$ cat config.mk
export PLATFORM = sky130hd
export DESIGN_NAME = spmsfr_bank
export DESIGN_NICKNAME = d
export VERILOG_FILES = /design/src/hdl/spmsfr_pkg.sv /design/src/hdl/spmsfr_bank.sv
export SDC_FILE = /design/constraint.sdc
export NUM_CORES = 1
export LEC_CHECK = 0
export BUFFER_PORTS_ARGS = -buffer_cell sky130_fd_sc_hd__buf_2
export CAP_MARGIN = 0
export CORE_UTILIZATION = 35
export DETAILED_ROUTE_END_ITERATION = 8
export HOLD_SLACK_MARGIN = 0.15
export SLEW_MARGIN = 5
export SYNTH_ARGS = -nofsm -noshare
export SYNTH_HDL_FRONTEND = slang
export SYNTH_SLANG_ARGS = --single-unit
$ cat constraint.sdc
create_clock -name sys_clk_i -period 5.3 [get_ports sys_clk_i]
set_clock_uncertainty 0.15 [all_clocks]
set_input_delay 1.06 -clock sys_clk_i [delete_from_list [all_inputs] [get_ports sys_clk_i]]
set_output_delay 1.06 -clock sys_clk_i [all_outputs]
set_load 0.01 [all_outputs]
$ cat src/hdl/spmsfr_pkg.sv
// constants, field layouts and carrier types of the speech mcu sfr bank
package spmsfr_pkg;

	typedef logic [3:0] spmsfr_nib_t;
	typedef logic [4:0] spmsfr_addr_t;

	// nibble addresses in the common page
	localparam spmsfr_addr_t A_PWM_CONTROL   = 5'h09;
	localparam spmsfr_addr_t A_SAMPLE_LOW    = 5'h0A;
	localparam spmsfr_addr_t A_SAMPLE_HIGH   = 5'h0B;
	localparam spmsfr_addr_t A_PORT_D_DIR    = 5'h0C;
	localparam spmsfr_addr_t A_PORT_D_VALUE  = 5'h0D;
	localparam spmsfr_addr_t A_PORT_E_VALUE  = 5'h0E;
	localparam spmsfr_addr_t A_SCRATCH_TWO   = 5'h0F;
	localparam spmsfr_addr_t A_TRIM_GAIN     = 5'h10;
	localparam spmsfr_addr_t A_FORMAT_GAIN   = 5'h11;
	localparam spmsfr_addr_t A_SPK_WAKE      = 5'h12;
	localparam spmsfr_addr_t A_LOW_V_CTRL    = 5'h13;
	localparam spmsfr_addr_t A_LOW_V_LEVEL   = 5'h14;
	localparam spmsfr_addr_t A_ROM_BYTE_LO   = 5'h1C;
	localparam spmsfr_addr_t A_ROM_BYTE_HI   = 5'h1D;

	// rom pointer nibbles, least significant first
	localparam int           PTR_NIBS        = 5;
	localparam spmsfr_addr_t A_ROM_PTR [PTR_NIBS] = '{5'h18, 5'h19, 5'h1A, 5'h1B, 5'h1E};

	// field positions
	localparam int B_AUDIO_OUT_ON   = 0;
	localparam int B_GLOBAL_IRQ_ON  = 1;
	localparam int B_LOW_DETECT_ON  = 0;
	localparam int B_LOW_FLAG       = 1;
	localparam int B_SPK_WAKE_ON    = 0;
	localparam int B_SPK_SENS_LO    = 1;
	localparam int B_SPK_SENS_HI    = 2;
	localparam int B_SPK_FLAG       = 3;
	localparam int B_TRIM_LO        = 0;
	localparam int B_TRIM_HI        = 1;
	localparam int B_GSEL_LO        = 2;
	localparam int B_GSEL_HI        = 3;
	localparam int B_INVERT_FMT     = 2;
	localparam int B_GAIN_ON        = 3;

	// reset values and neutral read value
	localparam spmsfr_nib_t NIB_ZERO = 4'h0;

	// sample resolutions
	localparam int SAMPLE_W = 12;
	typedef enum logic [1:0] {
		RES_8  = 2'b00,
		RES_10 = 2'b01,
		RES_12 = 2'b10
	} spmsfr_res_t;

	// watchdog span in system clocks
	localparam int WDT_SPAN_CYCLES = 256 * 256 * 16;
	localparam int WDT_W           = 21;

	// fixed configuration options
	typedef struct packed {
		logic port_e_bidir_option;
		logic freq_trim_option;
		logic amp_option;
		logic comparator_option;
		logic ten_bit_option;
		logic twelve_bit_option;
		logic watchdog_option;
	} spmsfr_opt_t;

	// one assembled sample, right aligned
	typedef struct packed {
		spmsfr_res_t          res;
		logic                 sample_sign;
		logic [SAMPLE_W-1:0]  value;
	} spmsfr_sample_t;

	// core nibble access
	typedef struct packed {
		logic         wr;
		logic         rd;
		spmsfr_addr_t addr;
		spmsfr_nib_t  wdata;
	} spmsfr_cpu_req_t;

endpackage : spmsfr_pkg

$ cat src/hdl/spmsfr_bank.sv
// special function register bank, nibbles 09h to 1fh, of the speech mcu
// Behaviour
// - pwm control bit 0 switches audio output
// - pwm control bit 1 gates audio interrupts
// - low sample nibble placed per resolution
// - high sample nibble placed per resolution
// - top high nibble bit is sample sign
// - port d direction bit one means output
// - port d reads pins, writes drive outputs
// - port e direction follows bidirectional option
// - trim field shifts oscillator when option set
// - gain select valid with options and enable
// - gain enable switches record gain stage
// - format bit inverts sample except sign
// - hardware sets speaker wake flag, software clears
// - speaker wake allowed only when enabled
// - two bit speaker wake sensitivity select
// - read only low supply flag bit 1
// - low voltage control bit 0 enables detect
// - four bit low voltage threshold select
// - five nibbles form 20 bit rom address
// - rom low register reads byte bits 3..0
// - rom high register reads byte bits 7..4
// - write rom high clears enabled watchdog
// - extra bits used per ten/twelve option
// - watchdog overflow resets whole system
`timescale 1ns/100ps
module spmsfr_bank #(
	parameter int WDT_CYCLES = spmsfr_pkg::WDT_SPAN_CYCLES
) (
	input  wire logic                       sys_clk_i,
	input  wire logic                       rst_n_i,
	input  wire spmsfr_pkg::spmsfr_cpu_req_t cpu_req_i,
	output logic [3:0]                      cpu_rdata_o,
	output logic                            cpu_rvalid_o,
	input  wire spmsfr_pkg::spmsfr_opt_t    option_i,
	input  wire logic [3:0]                 sample_extra_bits_i,
	output spmsfr_pkg::spmsfr_sample_t      sample_o,
	output logic                            sample_valid_o,
	input  wire logic                       sample_ready_i,
	output logic                            sample_room_o,
	output logic                            audio_out_on_o,
	output logic                            global_irq_on_o,
	input  wire logic                       audio_irq_req_i,
	output logic                            irq_accept_o,
	input  wire logic [3:0]                 port_d_pins_i,
	output logic [3:0]                      port_d_bits_o,
	output logic [3:0]                      port_d_oe_o,
	input  wire logic [3:0]                 port_e_pins_i,
	input  wire logic [3:0]                 port_e_dir_i,
	output logic [3:0]                      port_e_bits_o,
	output logic [3:0]                      port_e_oe_o,
	output logic [1:0]                      freq_trim_o,
	output logic                            freq_trim_active_o,
	output logic [1:0]                      record_gain_select_o,
	output logic                            record_gain_on_o,
	output logic                            record_gain_active_o,
	input  wire logic                       speaker_activity_i,
	output logic                            speaker_wake_o,
	output logic [1:0]                      speaker_wake_sensitivity_o,
	input  wire logic                       low_supply_sense_i,
	output logic                            low_supply_detect_on_o,
	output logic [3:0]                      low_supply_level_o,
	output logic [19:0]                     rom_addr_o,
	input  wire logic [7:0]                 rom_data_i,
	input  wire logic                       halt_wake_i,
	output logic                            wdt_reset_o
);
	import spmsfr_pkg::*;

	localparam logic [WDT_W-1:0] WDT_LAST = WDT_W'(WDT_CYCLES - 1);
	localparam logic [WDT_W-1:0] WDT_ONE  = WDT_W'(1);

	// write strobes, one per register
	wire wr_pwm    = cpu_req_i.wr && (cpu_req_i.addr == A_PWM_CONTROL);
	wire wr_low    = cpu_req_i.wr && (cpu_req_i.addr == A_SAMPLE_LOW);
	wire wr_high   = cpu_req_i.wr && (cpu_req_i.addr == A_SAMPLE_HIGH);
	wire wr_pd_dir = cpu_req_i.wr && (cpu_req_i.addr == A_PORT_D_DIR);
	wire wr_pd_val = cpu_req_i.wr && (cpu_req_i.addr == A_PORT_D_VALUE);
	wire wr_pe_val = cpu_req_i.wr && (cpu_req_i.addr == A_PORT_E_VALUE);
	wire wr_scr    = cpu_req_i.wr && (cpu_req_i.addr == A_SCRATCH_TWO);
	wire wr_trim   = cpu_req_i.wr && (cpu_req_i.addr == A_TRIM_GAIN);
	wire wr_fmt    = cpu_req_i.wr && (cpu_req_i.addr == A_FORMAT_GAIN);
	wire wr_spk    = cpu_req_i.wr && (cpu_req_i.addr == A_SPK_WAKE);
	wire wr_lvc    = cpu_req_i.wr && (cpu_req_i.addr == A_LOW_V_CTRL);
	wire wr_lvl    = cpu_req_i.wr && (cpu_req_i.addr == A_LOW_V_LEVEL);
	wire wr_romhi  = cpu_req_i.wr && (cpu_req_i.addr == A_ROM_BYTE_HI);

	// control registers
	logic        pwm_on_q, irq_on_q;
	spmsfr_nib_t sample_low_q;
	spmsfr_nib_t pd_dir_q, pd_val_q, pe_val_q, scratch_q;
	spmsfr_nib_t trim_gain_q, fmt_gain_q;
	logic        spk_flag_q, spk_on_q;
	logic [1:0]  spk_sens_q;
	logic        lv_on_q, lv_flag_q;
	spmsfr_nib_t lv_level_q;
	spmsfr_nib_t ptr_q [PTR_NIBS];

	// plain nibble registers; writes elsewhere are dropped
	always_ff @(posedge sys_clk_i or negedge rst_n_i)
	begin
		if (!rst_n_i) begin
			pwm_on_q     <= 1'b0;
			irq_on_q     <= 1'b0;
			sample_low_q <= NIB_ZERO;
			pd_dir_q     <= NIB_ZERO;
			pd_val_q     <= NIB_ZERO;
			pe_val_q     <= NIB_ZERO;
			scratch_q    <= NIB_ZERO;
			trim_gain_q  <= NIB_ZERO;
			fmt_gain_q   <= NIB_ZERO;
			spk_on_q     <= 1'b0;
			spk_sens_q   <= 2'h0;
			lv_on_q      <= 1'b0;
			lv_level_q   <= NIB_ZERO;
		end else begin
			if (wr_pwm) begin
				pwm_on_q <= cpu_req_i.wdata[B_AUDIO_OUT_ON];
				irq_on_q <= cpu_req_i.wdata[B_GLOBAL_IRQ_ON];
			end
			if (wr_low)    sample_low_q <= cpu_req_i.wdata;
			if (wr_pd_dir) pd_dir_q     <= cpu_req_i.wdata;
			if (wr_pd_val) pd_val_q     <= cpu_req_i.wdata;
			if (wr_pe_val) pe_val_q     <= cpu_req_i.wdata;
			if (wr_scr)    scratch_q    <= cpu_req_i.wdata;
			if (wr_trim)   trim_gain_q  <= cpu_req_i.wdata;
			if (wr_fmt)    fmt_gain_q   <= cpu_req_i.wdata;
			if (wr_spk) begin
				spk_on_q   <= cpu_req_i.wdata[B_SPK_WAKE_ON];
				spk_sens_q <= cpu_req_i.wdata[B_SPK_SENS_HI:B_SPK_SENS_LO];
			end
			if (wr_lvc)    lv_on_q      <= cpu_req_i.wdata[B_LOW_DETECT_ON];
			if (wr_lvl)    lv_level_q   <= cpu_req_i.wdata;
		end
	end

	// rom pointer nibbles, each at its own address
	genvar gi;
	generate
		for (gi = 0; gi < PTR_NIBS; gi++) begin : g_ptr
			wire wr_ptr = cpu_req_i.wr && (cpu_req_i.addr == A_ROM_PTR[gi]);
			always_ff @(posedge sys_clk_i or negedge rst_n_i)
			begin
				if (!rst_n_i)
					ptr_q[gi] <= NIB_ZERO;
				else if (wr_ptr)
					ptr_q[gi] <= cpu_req_i.wdata;
			end
		end
	endgenerate

	// speaker wake flag: a wake in the clearing cycle still sets it
	wire spk_event = speaker_activity_i && spk_on_q;
	wire spk_keep  = wr_spk ? (cpu_req_i.wdata[B_SPK_FLAG] && spk_flag_q) : spk_flag_q;
	wire spk_flag_d = spk_event || spk_keep;

	// low supply flag only meaningful while detection runs
	wire lv_flag_d = low_supply_sense_i && lv_on_q;

	always_ff @(posedge sys_clk_i or negedge rst_n_i)
	begin
		if (!rst_n_i) begin
			spk_flag_q <= 1'b0;
			lv_flag_q  <= 1'b0;
		end else begin
			spk_flag_q <= spk_flag_d;
			lv_flag_q  <= lv_flag_d;
		end
	end

	// sample assembly; the high nibble write completes a sample
	wire         use12  = option_i.twelve_bit_option;
	wire         use10  = option_i.ten_bit_option && !option_i.twelve_bit_option;
	wire [11:0]  raw12  = {cpu_req_i.wdata, sample_low_q, sample_extra_bits_i};
	wire [11:0]  raw10  = {2'b00, cpu_req_i.wdata, sample_low_q, sample_extra_bits_i[3:2]};
	wire [11:0]  raw8   = {4'h0, cpu_req_i.wdata, sample_low_q};
	wire [11:0]  raw    = use12 ? raw12 : (use10 ? raw10 : raw8);
	wire [11:0]  mag_m  = use12 ? 12'h7FF : (use10 ? 12'h1FF : 12'h07F);
	wire         invert = fmt_gain_q[B_INVERT_FMT];
	// sign bit stays, the rest flips in inverted format
	wire [11:0]  fmt_v  = invert ? (raw ^ mag_m) : raw;
	spmsfr_sample_t new_s;
	assign new_s.res         = use12 ? RES_12 : (use10 ? RES_10 : RES_8);
	assign new_s.sample_sign = cpu_req_i.wdata[3];
	assign new_s.value       = fmt_v;

	// two-entry skid buffer toward the pwm generator
	spmsfr_sample_t out_q, skid_q;
	logic           out_v_q, skid_v_q, room_q;
	wire push   = wr_high && room_q;
	wire pop    = out_v_q && sample_ready_i;
	wire take   = !out_v_q || pop;
	wire skid_v_d = take ? (skid_v_q && push) : (skid_v_q || push);

	// a full buffer refuses the sample; the core must watch room
	always_ff @(posedge sys_clk_i or negedge rst_n_i)
	begin
		if (!rst_n_i) begin
			out_q    <= '0;
			skid_q   <= '0;
			out_v_q  <= 1'b0;
			skid_v_q <= 1'b0;
			room_q   <= 1'b1;
		end else begin
			if (take) begin
				out_v_q <= skid_v_q || push;
				if (skid_v_q) out_q <= skid_q;
				else if (push) out_q <= new_s;
				if (skid_v_q && push) skid_q <= new_s;
			end else if (push) begin
				skid_q <= new_s;
			end
			skid_v_q <= skid_v_d;
			room_q   <= !skid_v_d;
		end
	end

	// watchdog: cleared by rom high write, wake or overflow itself
	logic [WDT_W-1:0] wdt_q;
	logic             wdt_rst_q;
	wire wdt_clear = wr_romhi || halt_wake_i;
	wire wdt_over  = option_i.watchdog_option && (wdt_q == WDT_LAST);
	always_ff @(posedge sys_clk_i or negedge rst_n_i)
	begin
		if (!rst_n_i) begin
			wdt_q     <= '0;
			wdt_rst_q <= 1'b0;
		end else begin
			if (!option_i.watchdog_option || wdt_clear || wdt_over)
				wdt_q <= '0;
			else
				wdt_q <= wdt_q + WDT_ONE;
			wdt_rst_q <= wdt_over;
		end
	end

	// read multiplexer; write-only and reserved read zero
	wire [19:0] ptr_cat = {ptr_q[4], ptr_q[3], ptr_q[2], ptr_q[1], ptr_q[0]};
	logic [3:0] rd_mux;
	always_comb
	begin
		unique case (cpu_req_i.addr)
			A_PWM_CONTROL:  rd_mux = {2'b00, irq_on_q, pwm_on_q};
			A_PORT_D_DIR:   rd_mux = pd_dir_q;
			A_PORT_D_VALUE: rd_mux = port_d_pins_i;
			A_PORT_E_VALUE: rd_mux = port_e_pins_i;
			A_SCRATCH_TWO:  rd_mux = scratch_q;
			A_TRIM_GAIN:    rd_mux = trim_gain_q;
			A_FORMAT_GAIN:  rd_mux = fmt_gain_q;
			A_SPK_WAKE:     rd_mux = {spk_flag_q, spk_sens_q, spk_on_q};
			A_LOW_V_CTRL:   rd_mux = {2'b00, lv_flag_q, lv_on_q};
			A_LOW_V_LEVEL:  rd_mux = lv_level_q;
			A_ROM_PTR[0]:   rd_mux = ptr_q[0];
			A_ROM_PTR[1]:   rd_mux = ptr_q[1];
			A_ROM_PTR[2]:   rd_mux = ptr_q[2];
			A_ROM_PTR[3]:   rd_mux = ptr_q[3];
			A_ROM_PTR[4]:   rd_mux = ptr_q[4];
			A_ROM_BYTE_LO:  rd_mux = rom_data_i[3:0];
			A_ROM_BYTE_HI:  rd_mux = rom_data_i[7:4];
			default:        rd_mux = NIB_ZERO;
		endcase
	end

	// registered outputs toward core and pins
	logic [3:0] rdata_q;
	logic       rvalid_q, irq_acc_q, wake_q;
	logic [3:0] pe_oe_q;
	logic       gain_act_q, trim_act_q;
	always_ff @(posedge sys_clk_i or negedge rst_n_i)
	begin
		if (!rst_n_i) begin
			rdata_q    <= NIB_ZERO;
			rvalid_q   <= 1'b0;
			irq_acc_q  <= 1'b0;
			wake_q     <= 1'b0;
			pe_oe_q    <= NIB_ZERO;
			gain_act_q <= 1'b0;
			trim_act_q <= 1'b0;
		end else begin
			rvalid_q   <= cpu_req_i.rd;
			if (cpu_req_i.rd) rdata_q <= rd_mux;
			irq_acc_q  <= audio_irq_req_i && irq_on_q;
			wake_q     <= spk_event;
			pe_oe_q    <= option_i.port_e_bidir_option ? port_e_dir_i : NIB_ZERO;
			trim_act_q <= option_i.freq_trim_option;
			gain_act_q <= fmt_gain_q[B_GAIN_ON] && option_i.port_e_bidir_option
				&& option_i.amp_option && option_i.comparator_option;
		end
	end

	assign cpu_rdata_o                = rdata_q;
	assign cpu_rvalid_o               = rvalid_q;
	assign sample_o                   = out_q;
	assign sample_valid_o             = out_v_q;
	assign sample_room_o              = room_q;
	assign audio_out_on_o             = pwm_on_q;
	assign global_irq_on_o            = irq_on_q;
	assign irq_accept_o               = irq_acc_q;
	assign port_d_bits_o              = pd_val_q;
	assign port_d_oe_o                = pd_dir_q;
	assign port_e_bits_o              = pe_val_q;
	assign port_e_oe_o                = pe_oe_q;
	assign freq_trim_o                = trim_gain_q[B_TRIM_HI:B_TRIM_LO];
	assign freq_trim_active_o         = trim_act_q;
	assign record_gain_select_o       = trim_gain_q[B_GSEL_HI:B_GSEL_LO];
	assign record_gain_on_o           = fmt_gain_q[B_GAIN_ON];
	assign record_gain_active_o       = gain_act_q;
	assign speaker_wake_o             = wake_q;
	assign speaker_wake_sensitivity_o = spk_sens_q;
	assign low_supply_detect_on_o     = lv_on_q;
	assign low_supply_level_o         = lv_level_q;
	assign rom_addr_o                 = ptr_cat;
	assign wdt_reset_o                = wdt_rst_q;

endmodule : spmsfr_bank

==> impl_metrics.ini, run 1 <==
[status]
status = completed

[synth]
ys_types = 58
synth_cells = 550
yosys_most_used_dff = dfrtp_1
synth_common_cells = dfrtp_1, mux2_2, nand2_1
synthArstFlopShare = 1.00
yosys.area.top_type = dfrtp_1
syn_area_mm2 = 0.00615
synth_most_common_cell = dfrtp_1
avgSynthCellArea_um2 = 11.2
netlist.area_leader.share = 0.517
synth_fp_nets = 600
ys_ff_latch = 128
synth-seq-area-share = 0.521
synth-edff-count = 0
yosysWarnings = 0
synth.area.top_cells = dfrtp_1, mux2_2, nand2_1

[cells_and_area]
final_cell_area_mm2 = 0.00746
areaGrowthSynthToFinish_pct = 21.3
fin_cells = 899
seq_area_mm2 = 0.00320
nNetsFinal = 714
multi_input_area_mm2 = 0.00278
num_antenna_cells = 0
drive_above_1_share = 0.353
fill_cells = 1641

[sta]
final_hold_viol_count = 0
slew_violations = 0
final-setup-viol-count = 0
final.period_utilization = 0.554
rsz0062_at_grt = no
setup_tns_ns = 0
slew_headroom = 0.351
worst_pin_slew_ns = 0.973
period_minus_slack_ns = 2.93
fin_ws_ns = 2.37
fmax_mhz = 341
hold_ws_ns = 0.261

[clocking]
cts_tree = yes
ctsLongestPathBuffers = 2
clkLatencyLatePin_ns = 0.42
clk_pin_slew_ns = 0.06
ctsHoldBuffers = 0
postCtsSetupRepairBufs = 0
htreeDepth = 4
cts_buffers = 17
ctsResizeCount = 0
clkSinkCount = 128
cts_root_buf = clkbuf_16

[worst_setup_path]
crit_type = in2reg
slowest_delay_ns = 0.67
cp_cell_sequence = buf_2 -> nor2b_1 -> and4_1 -> o21bai_2 -> mux2_2
cp-end-kind = flop
crit_path_start_kind = input pin
crit_family = compound AO/OA/AOI/OAI gates
cpMaxStageDelayCell = o21bai_2
critPathBufInv = 1
cp.arrival_ns = 3.08
path_max_fanout = 28
crit_required_ns = 5.45

[detailed_routing]
drt_iter0_markers = 344
wl_per_cell_um = 18.2
routed-via-count = 4669
firstDrtPassIters = 5
ant_nets = 0
wirelength_mm = 16.4
vias_per_cell = 5.19
drc = 0

[power_and_ir_drop]
clockPowerShare = 0.393
pwr_density_cell_mw_per_mm2 = 367
seqPwrFrac = 0.438
swShare = 0.274
p_switching_uw = 750
ir_drop_mv = 0.242
combPwrFrac = 0.169
p_int_mw = 1.99
leakagePower_nw = 3.54

[global_route]
met1_usage = 0.241
grt_pass1_wl_mm = 26.2
grt_busiest_layer = met2
grtUsageMet2 = 0.313
grt_max_degree = 76
grt_antenna_before_repair = 0
grt.overflow.total = 0
met3_usage = 0.0537
grt_pass1_vias = 4801
grt_use_total = 0.192

[placed_design]
port-buffer-count = 125
placed_area_mm2 = 0.00692
pre_cts_slack_ns = 1.94
dp_hpwl_mm = 11.7
gp_routability_congestion = 0.989
dpl.cell_count = 870

[run]
cap_viol_max_count = 0

[die]
initial_core_util = 0.357
die_w_um = 135
coreArea_mm2 = 0.0172
dieHeight_um = 135
ios = 126
die-area_mm2 = 0.0181
rows = 48

[hold_path]
hold_class = in2async
## cell usage in the layout (no fill, tap or decap), drive strengths merged, types with 3 or more instances in the layout
cell type,n
a21oi,10
a22o,4
a22oi,6
a32oi,4
and2,13
and3,7
and4,5
buf,127
clkbuf,22
clkinv,5
dfrtp,127
inv,4
mux2,72
mux2i,20
nand2,58
nand2b,10
nand3,11
nand3b,3
nand4,9
nor2,35
nor2b,7
nor3,9
nor3b,3
o21ai,42
o31ai,3
xnor2,12
xor2,17
## final timing paths
| kind | start | end | slack, ns | depth (start not counted) |
|---|---|---|---|---|
| max in group asynchronous | rst_n_i | wdt_q[0] | 3.63 | 2 |
| hold reg to reg | sample_o[9] | sample_o[9] | 0.33 | 2 |
| min in group sys_clk_i | sample_o[9] | sample_o[9] | 0.33 | 2 |
| hold / removal | rst_n_i | port_e_bits_o[0] | 0.26 | 1 |
| setup / recovery | cpu_req_i[6] | sample_o[0] | 2.37 | 5 |
| setup reg to reg | wdt_q[0] | wdt_q[3] | 2.89 | 6 |
## per-stage QoR
stage	util	power, mW
2_1_floorplan	-	1.45
3_3_place_gp	0.401	1.67
3_5_place_dp	0.401	1.68
4_1_cts	0.433	2.77
5_1_grt	0.433	2.86
6_report	0.433	2.74
## state kept, by name, summed over array words and instances (netlist names), 2 cells and up
register	count
wdt_q	21
rom_addr_o	20
sample_o	15
skid_q	15
cpu_rdata_o	4
fmt_gain_q	4
low_supply_level_o	4
port_d_bits_o	4
port_d_oe_o	4
port_e_bits_o	4
port_e_oe_o	4
sample_low_q	4
scratch_q	4
trim_gain_q	4
speaker_wake_sensitivity_o	2
## cells by family (layout without fill, tap and decap cells)
kind of cell / count (synthesis) / count (layout) / synth area share
mux: 93 / 93 / 0.168
compound gates: 84 / 84 / 0.0889
fa+ha+maj: 1 / 1 / 0.00204
buf+inv: 36 / 160 / 0.0271
simple gates: 179 / 179 / 0.151
xor+xnor: 29 / 29 / 0.0413
flops: 128 / 128 / 0.521
## layer usage
layer | share of wire | routed length [um]
met5 | 0 | 0
met4 | 0.021 | 341
met3 | 0.064 | 1040
met2 | 0.48 | 7840
met1 | 0.44 | 7140
## area by class of cell
class	instances	share of cell area
Clock inverter	7	0.00839
Sequential cell	128	0.430
Tap cell	225	0.0378
Clock buffer	22	0.0636
Multi-Input combinational cell	386	0.372
Timing Repair Buffer	127	0.0862
Inverter	4	0.00201
## power by group through the flow
| stage | clock [mW] | combinational (mW) | sequential (mW) |
|---|---|---|---|
| floorplan | 0 | 0.224 | 1.23 |
| global placement | 0 | 0.459 | 1.21 |
| detailed placement | 0 | 0.467 | 1.21 |
| CTS | 1.10 | 0.469 | 1.20 |
| global route | 1.14 | 0.508 | 1.21 |
| finish | 1.07 | 0.463 | 1.20 |
(Power assumes the default switching activity.)
==> run 2, diff against run 1 <==
Clock period 5.3 ns to 2.7 ns, I/O delays scaled along.
==> impl_metrics.ini, run 2 (synthesized netlist as in run 1, its figures left out) <==
[status]
status = completed

[cells_and_area]
nNetsFinal = 729
final_cell_mix = dfrtp_1, buf_2, mux2_2
largest-register = wdt_q
mostFrequentLayoutCell = dfrtp_1
num_antenna_cells = 0
fill_cells = 1624
utilization = 0.445
drive_above_1_share = 0.367
largest_reg_flops = 21
areaGrowthSynthToFinish_pct = 24.6

[die]
die_w_um = 135
ios = 126
dieHeight_um = 135
initial_core_util = 0.357
rows = 48
coreArea_mm2 = 0.0172
die-area_mm2 = 0.0181

[sta]
rsz0062_at_grt = no
fmax_mhz = 422
slew_headroom = 0.372
slew_violations = 0
worst_pin_slew_ns = 0.942
final-setup-viol-count = 0
final.period_utilization = 0.878
hold_ws_ns = 0.178
period_minus_slack_ns = 2.37
setup_tns_ns = 0
final_hold_viol_count = 0

[worst_setup_path]
crit_path_start_kind = flop
cp.arrival_ns = 2.49
crit_type = reg2reg
crit_required_ns = 2.82
rrSetupSlack_ns = 0.33
cp-end-kind = flop
path_max_fanout = 19

[placed_design]
port-buffer-count = 125
dp_hpwl_mm = 12.0
gp_routability_congestion = 0.913

[detailed_routing]
routed-via-count = 4693
firstDrtPassIters = 4
drt_iter0_markers = 370
drc = 0
wl_per_cell_um = 17.9
wirelength_mm = 16.4
vias_per_cell = 5.12
ant_nets = 0

[run]
cap_viol_max_count = 0

[global_route]
grt_use_total = 0.193
grt_pass1_vias = 4862
grt_max_degree = 53
grt_pass1_wl_mm = 26.2
grt_antenna_before_repair = 0
grt.overflow.total = 0

[clocking]
cts_tree = yes
htreeDepth = 4
ctsLongestPathBuffers = 2
cts_root_buf = clkbuf_16
clkSinkCount = 128
clk_pin_slew_ns = 0.06
ctsResizeCount = 0
cts_buffers = 17
clkLatencyLatePin_ns = 0.42

[hold_path]
hold_class = in2reg

[power_and_ir_drop]
pwr_density_cell_mw_per_mm2 = 729
leakagePower_nw = 3.65
ir_drop_mv = 0.441
## run 2: changes by cell type in the layout (fill, tap and decap cells not counted)
cell | before | now
clkinvlp_4 | 1 | 2
bufinv_16 | 1 | 3
dlygate4sd3_1 | 0 | 3
clkbuf_1 | 2 | 1
clkinv_2 | 5 | 7
buf_4 | 3 | 13
buf_12 | 0 | 2
clkbuf_8 | 3 | 2
## run 2: layout make-up
cell class | count | area, um2 | area share
clock buffer | 20 | 457 | 0.0596
multi-input combinational | 386 | 2780 | 0.362
sequential | 128 | 3200 | 0.418
clock inverter | 12 | 140 | 0.0183
tap | 225 | 282 | 0.0367
inverter | 4 | 15.0 | 0.00196
timing repair buffer | 142 | 788 | 0.103
## run 2: path summary, 6_finish.rpt
kind                               startpoint                to  cells past startpoint
max in group asynchronous             rst_n_i     sample_room_o                      3
min reg2reg                       sample_o[7]       sample_o[7]                      2
min                        low_supply_sense_i         lv_flag_q                      2
max                                  wdt_q[0]          wdt_q[6]                      6
max reg2reg                          wdt_q[0]          wdt_q[6]                      6
min in group asynchronous             rst_n_i  port_d_bits_o[0]                      2
## run 2: per-stage QoR
step	cells	instance area (um2)	worst slack (ns)	power [mW]
6_report	917	7660	0.328	5.58
5_1_grt	917	7660	0.122	5.84
4_1_cts	917	7660	0.296	5.66
3_5_place_dp	882	7040	0.216	3.31
3_3_place_gp	882	7040	0.234	3.29
2_1_floorplan	550	6150	0.656	2.86
## run 2: worst max-delay path, cell delays in order, from the launching register on
cell and delay [ns]:
dfrtp_1 0.40, ha_1 0.23, nand2_1 0.12, nor4_4 0.43, nand2_4 0.12, o31ai_4 0.64
nor2_1 0.12
## run 2: what timing repair did
action,CTS,global route
buffers inserted,0,0
endpoints found under the hold margin,34,0
hold buffers,3,0
## run 2: metal layers
metal	routed length, um	part of all wire	track usage	vias up
li1	-	-	-	2220
met1	7150	0.44	0.244	2282
met2	7730	0.47	0.306	158
met3	977	0.060	0.0507	33
met4	541	0.033	0.0943	0
met5	0	0	0	-
## run 2: report_power, final
| part | internal, mW | switching [mW] | leakage (nW) |
|---|---|---|---|
| registers | 2.16 | 0.195 | 1.69 |
| clock network | 1.49 | 0.830 | 0.295 |
| logic | 0.442 | 0.476 | 1.67 |
==> run 3, diff against run 2 <==
Settings changed: ABC_AREA set to 1, CTS_CLUSTER_SIZE set to 25.
==> impl_metrics.ini, run 3 <==
[sta]
fmax_mhz = 489
final-setup-viol-count = 0
slew_violations = 0
final_hold_viol_count = 0
setup_tns_ns = 0
final.period_utilization = 0.757
period_minus_slack_ns = 2.04
slew_headroom = 0.616
rsz0062_at_grt = no
worst_pin_slew_ns = 0.576

[worst_setup_path]
r2r.worst_path.cells = 11
cp-end-kind = flop
cp.arrival_ns = 2.19
worstSetupStartpoint = wdt_q[0]
crit_path_start_kind = flop
r2r_end = wdt_q[9]
crit_required_ns = 2.85
r2r_start = wdt_q[0]
path_max_fanout = 20
crit_type = reg2reg
worstSetupEndpoint = wdt_q[9]
rrSetupSlack_ns = 0.66

[synth]
avgSynthCellArea_um2 = 7.99
synth_common_cells = nand2_1, dfrtp_1, nor2_1
yosysWarnings = 0
synth_fp_nets = 807
synth_cells = 757
synth.area.top_cells = dfrtp_1, nand2_1, o21ai_0
yosys.area.top_type = dfrtp_1
yosys_most_used_dff = dfrtp_1
ys_ff_latch = 128
ys_types = 33
synth_most_common_cell = nand2_1
synthArstFlopShare = 1.00
synth-edff-count = 0
netlist.area_leader.share = 0.526
syn_area_mm2 = 0.00605
synth-seq-area-share = 0.530

[global_route]
grt_antenna_before_repair = 0
grt_max_degree = 58
grt.overflow.total = 0
grt_use_total = 0.201
grt_pass1_wl_mm = 27.6
grt_pass1_vias = 5215

[cells_and_area]
utilization = 0.451
areaGrowthSynthToFinish_pct = 24.7
largest-register = wdt_q
largest_reg_flops = 21
mostFrequentLayoutCell = nand2_1
final_cell_mix = nand2_1, dfrtp_1, buf_2
drive_above_1_share = 0.205
num_antenna_cells = 0
nNetsFinal = 951

[placed_design]
gp_routability_congestion = 0.875
port-buffer-count = 125
dp_hpwl_mm = 12.2

[clocking]
clkLatencyLatePin_ns = 0.42
ctsLongestPathBuffers = 2
cts_tree = yes
clkSinkCount = 128
cts_buffers = 17
clk_pin_slew_ns = 0.06
cts_root_buf = clkbuf_16
htreeDepth = 4

[detailed_routing]
wl_per_cell_um = 15.0
wirelength_mm = 16.9
vias_per_cell = 4.82
routed-via-count = 5457
drt_iter0_markers = 358
drc = 0
ant_nets = 0
firstDrtPassIters = 5

[die]
initial_core_util = 0.362
coreArea_mm2 = 0.0167
rows = 47
die_w_um = 133
ios = 126
die-area_mm2 = 0.0178
dieHeight_um = 133

[power_and_ir_drop]
leakagePower_nw = 3.95
pwr_density_cell_mw_per_mm2 = 701
ir_drop_mv = 0.423

[hold_path]
worstHoldStart = port_e_dir_i[2]
hold_class = in2reg

[status]
status = completed

[run]
cap_viol_max_count = 0
==> run 3: metrics by stage <==
| stage | setup slack [ns] | total power, mW | instances | hold slack, ns | cell area (um2) |
|---|---|---|---|---|---|
| 6_report | 0.655 | 5.28 | 1133 | 0.163 | 7540 |
| 3_3_place_gp | 0.497 | 3.23 | 1098 | 0.304 | 6970 |
| 3_5_place_dp | 0.455 | 3.24 | 1098 | 0.303 | 6970 |
| 2_1_floorplan | 0.855 | 2.79 | 757 | 0.0944 | 6050 |
| 5_1_grt | 0.447 | 5.53 | 1133 | 0.167 | 7540 |
| 4_1_cts | 0.658 | 5.33 | 1133 | 0.151 | 7540 |
==> run 3: cells by family (layout without fill, tap and decap cells) <==
kind of cell,Yosys count,count (layout),synth area share
simple gates,429,429,0.291
fa+ha+maj,1,1,0.00207
xor+xnor,21,21,0.0304
flops,128,128,0.530
compound gates,105,105,0.0952
buf+inv,73,229,0.0513
==> run 3: power breakdown <==
group	leakage, nW	internal [mW]	switching [mW]
logic	2.01	0.335	0.518
clock network	0.263	1.26	0.818
registers	1.68	2.16	0.192
==> run 3: how the worst min path moves through the flow <==
stage               slack, ns             end  cells after the start
global placement         0.30    irq_accept_o                      1
CTS                      0.15  port_e_oe_o[2]                      3
global route             0.17  port_e_oe_o[3]                      3
detailed placement       0.30    irq_accept_o                      1
floorplan                0.09  audio_out_on_o                      0
finish                   0.16  port_e_oe_o[2]                      3
==> run 3: timing repair <==
item                                    CTS  global route
endpoints found under the hold margin    23             0
gates resized for setup                   0             0
hold buffers                              4             0
endpoints found under the setup margin    0             0
setup buffers                             0             0
==> run 3: final cells by class <==
cell class / instances / area [um2]
Clock inverter: 6 / 32.5
Inverter: 53 / 200
Sequential cell: 128 / 3200
Multi-Input combinational cell: 556 / 2530
Timing Repair Buffer: 145 / 801
Clock buffer: 25 / 495
Fill cell: 1712 / 9160
Tap cell: 220 / 275
==> run 3: metal layers <==
| layer | GRT usage | wire length [um] | vias to the layer above |
|---|---|---|---|
| met4 | 0.0751 | 295 | 0 |
| met2 | 0.306 | 7710 | 147 |
| li1 | - | - | 2740 |
| met5 | 0 | 0 | - |
| met1 | 0.277 | 8030 | 2548 |
| met3 | 0.0487 | 906 | 22 |
==> run 3: worst max-delay path, stage by stage (launching register included) <==
cell and delay, ns:
dfrtp_1 0.37, ha_1 0.18, nand2_1 0.06, inv_1 0.09
nand2_1 0.08, nor2_1 0.18, nand2_1 0.13, nor2_1 0.20
nand3_1 0.11, nand2_1 0.07, buf_4 0.23, nor3_1 0.08
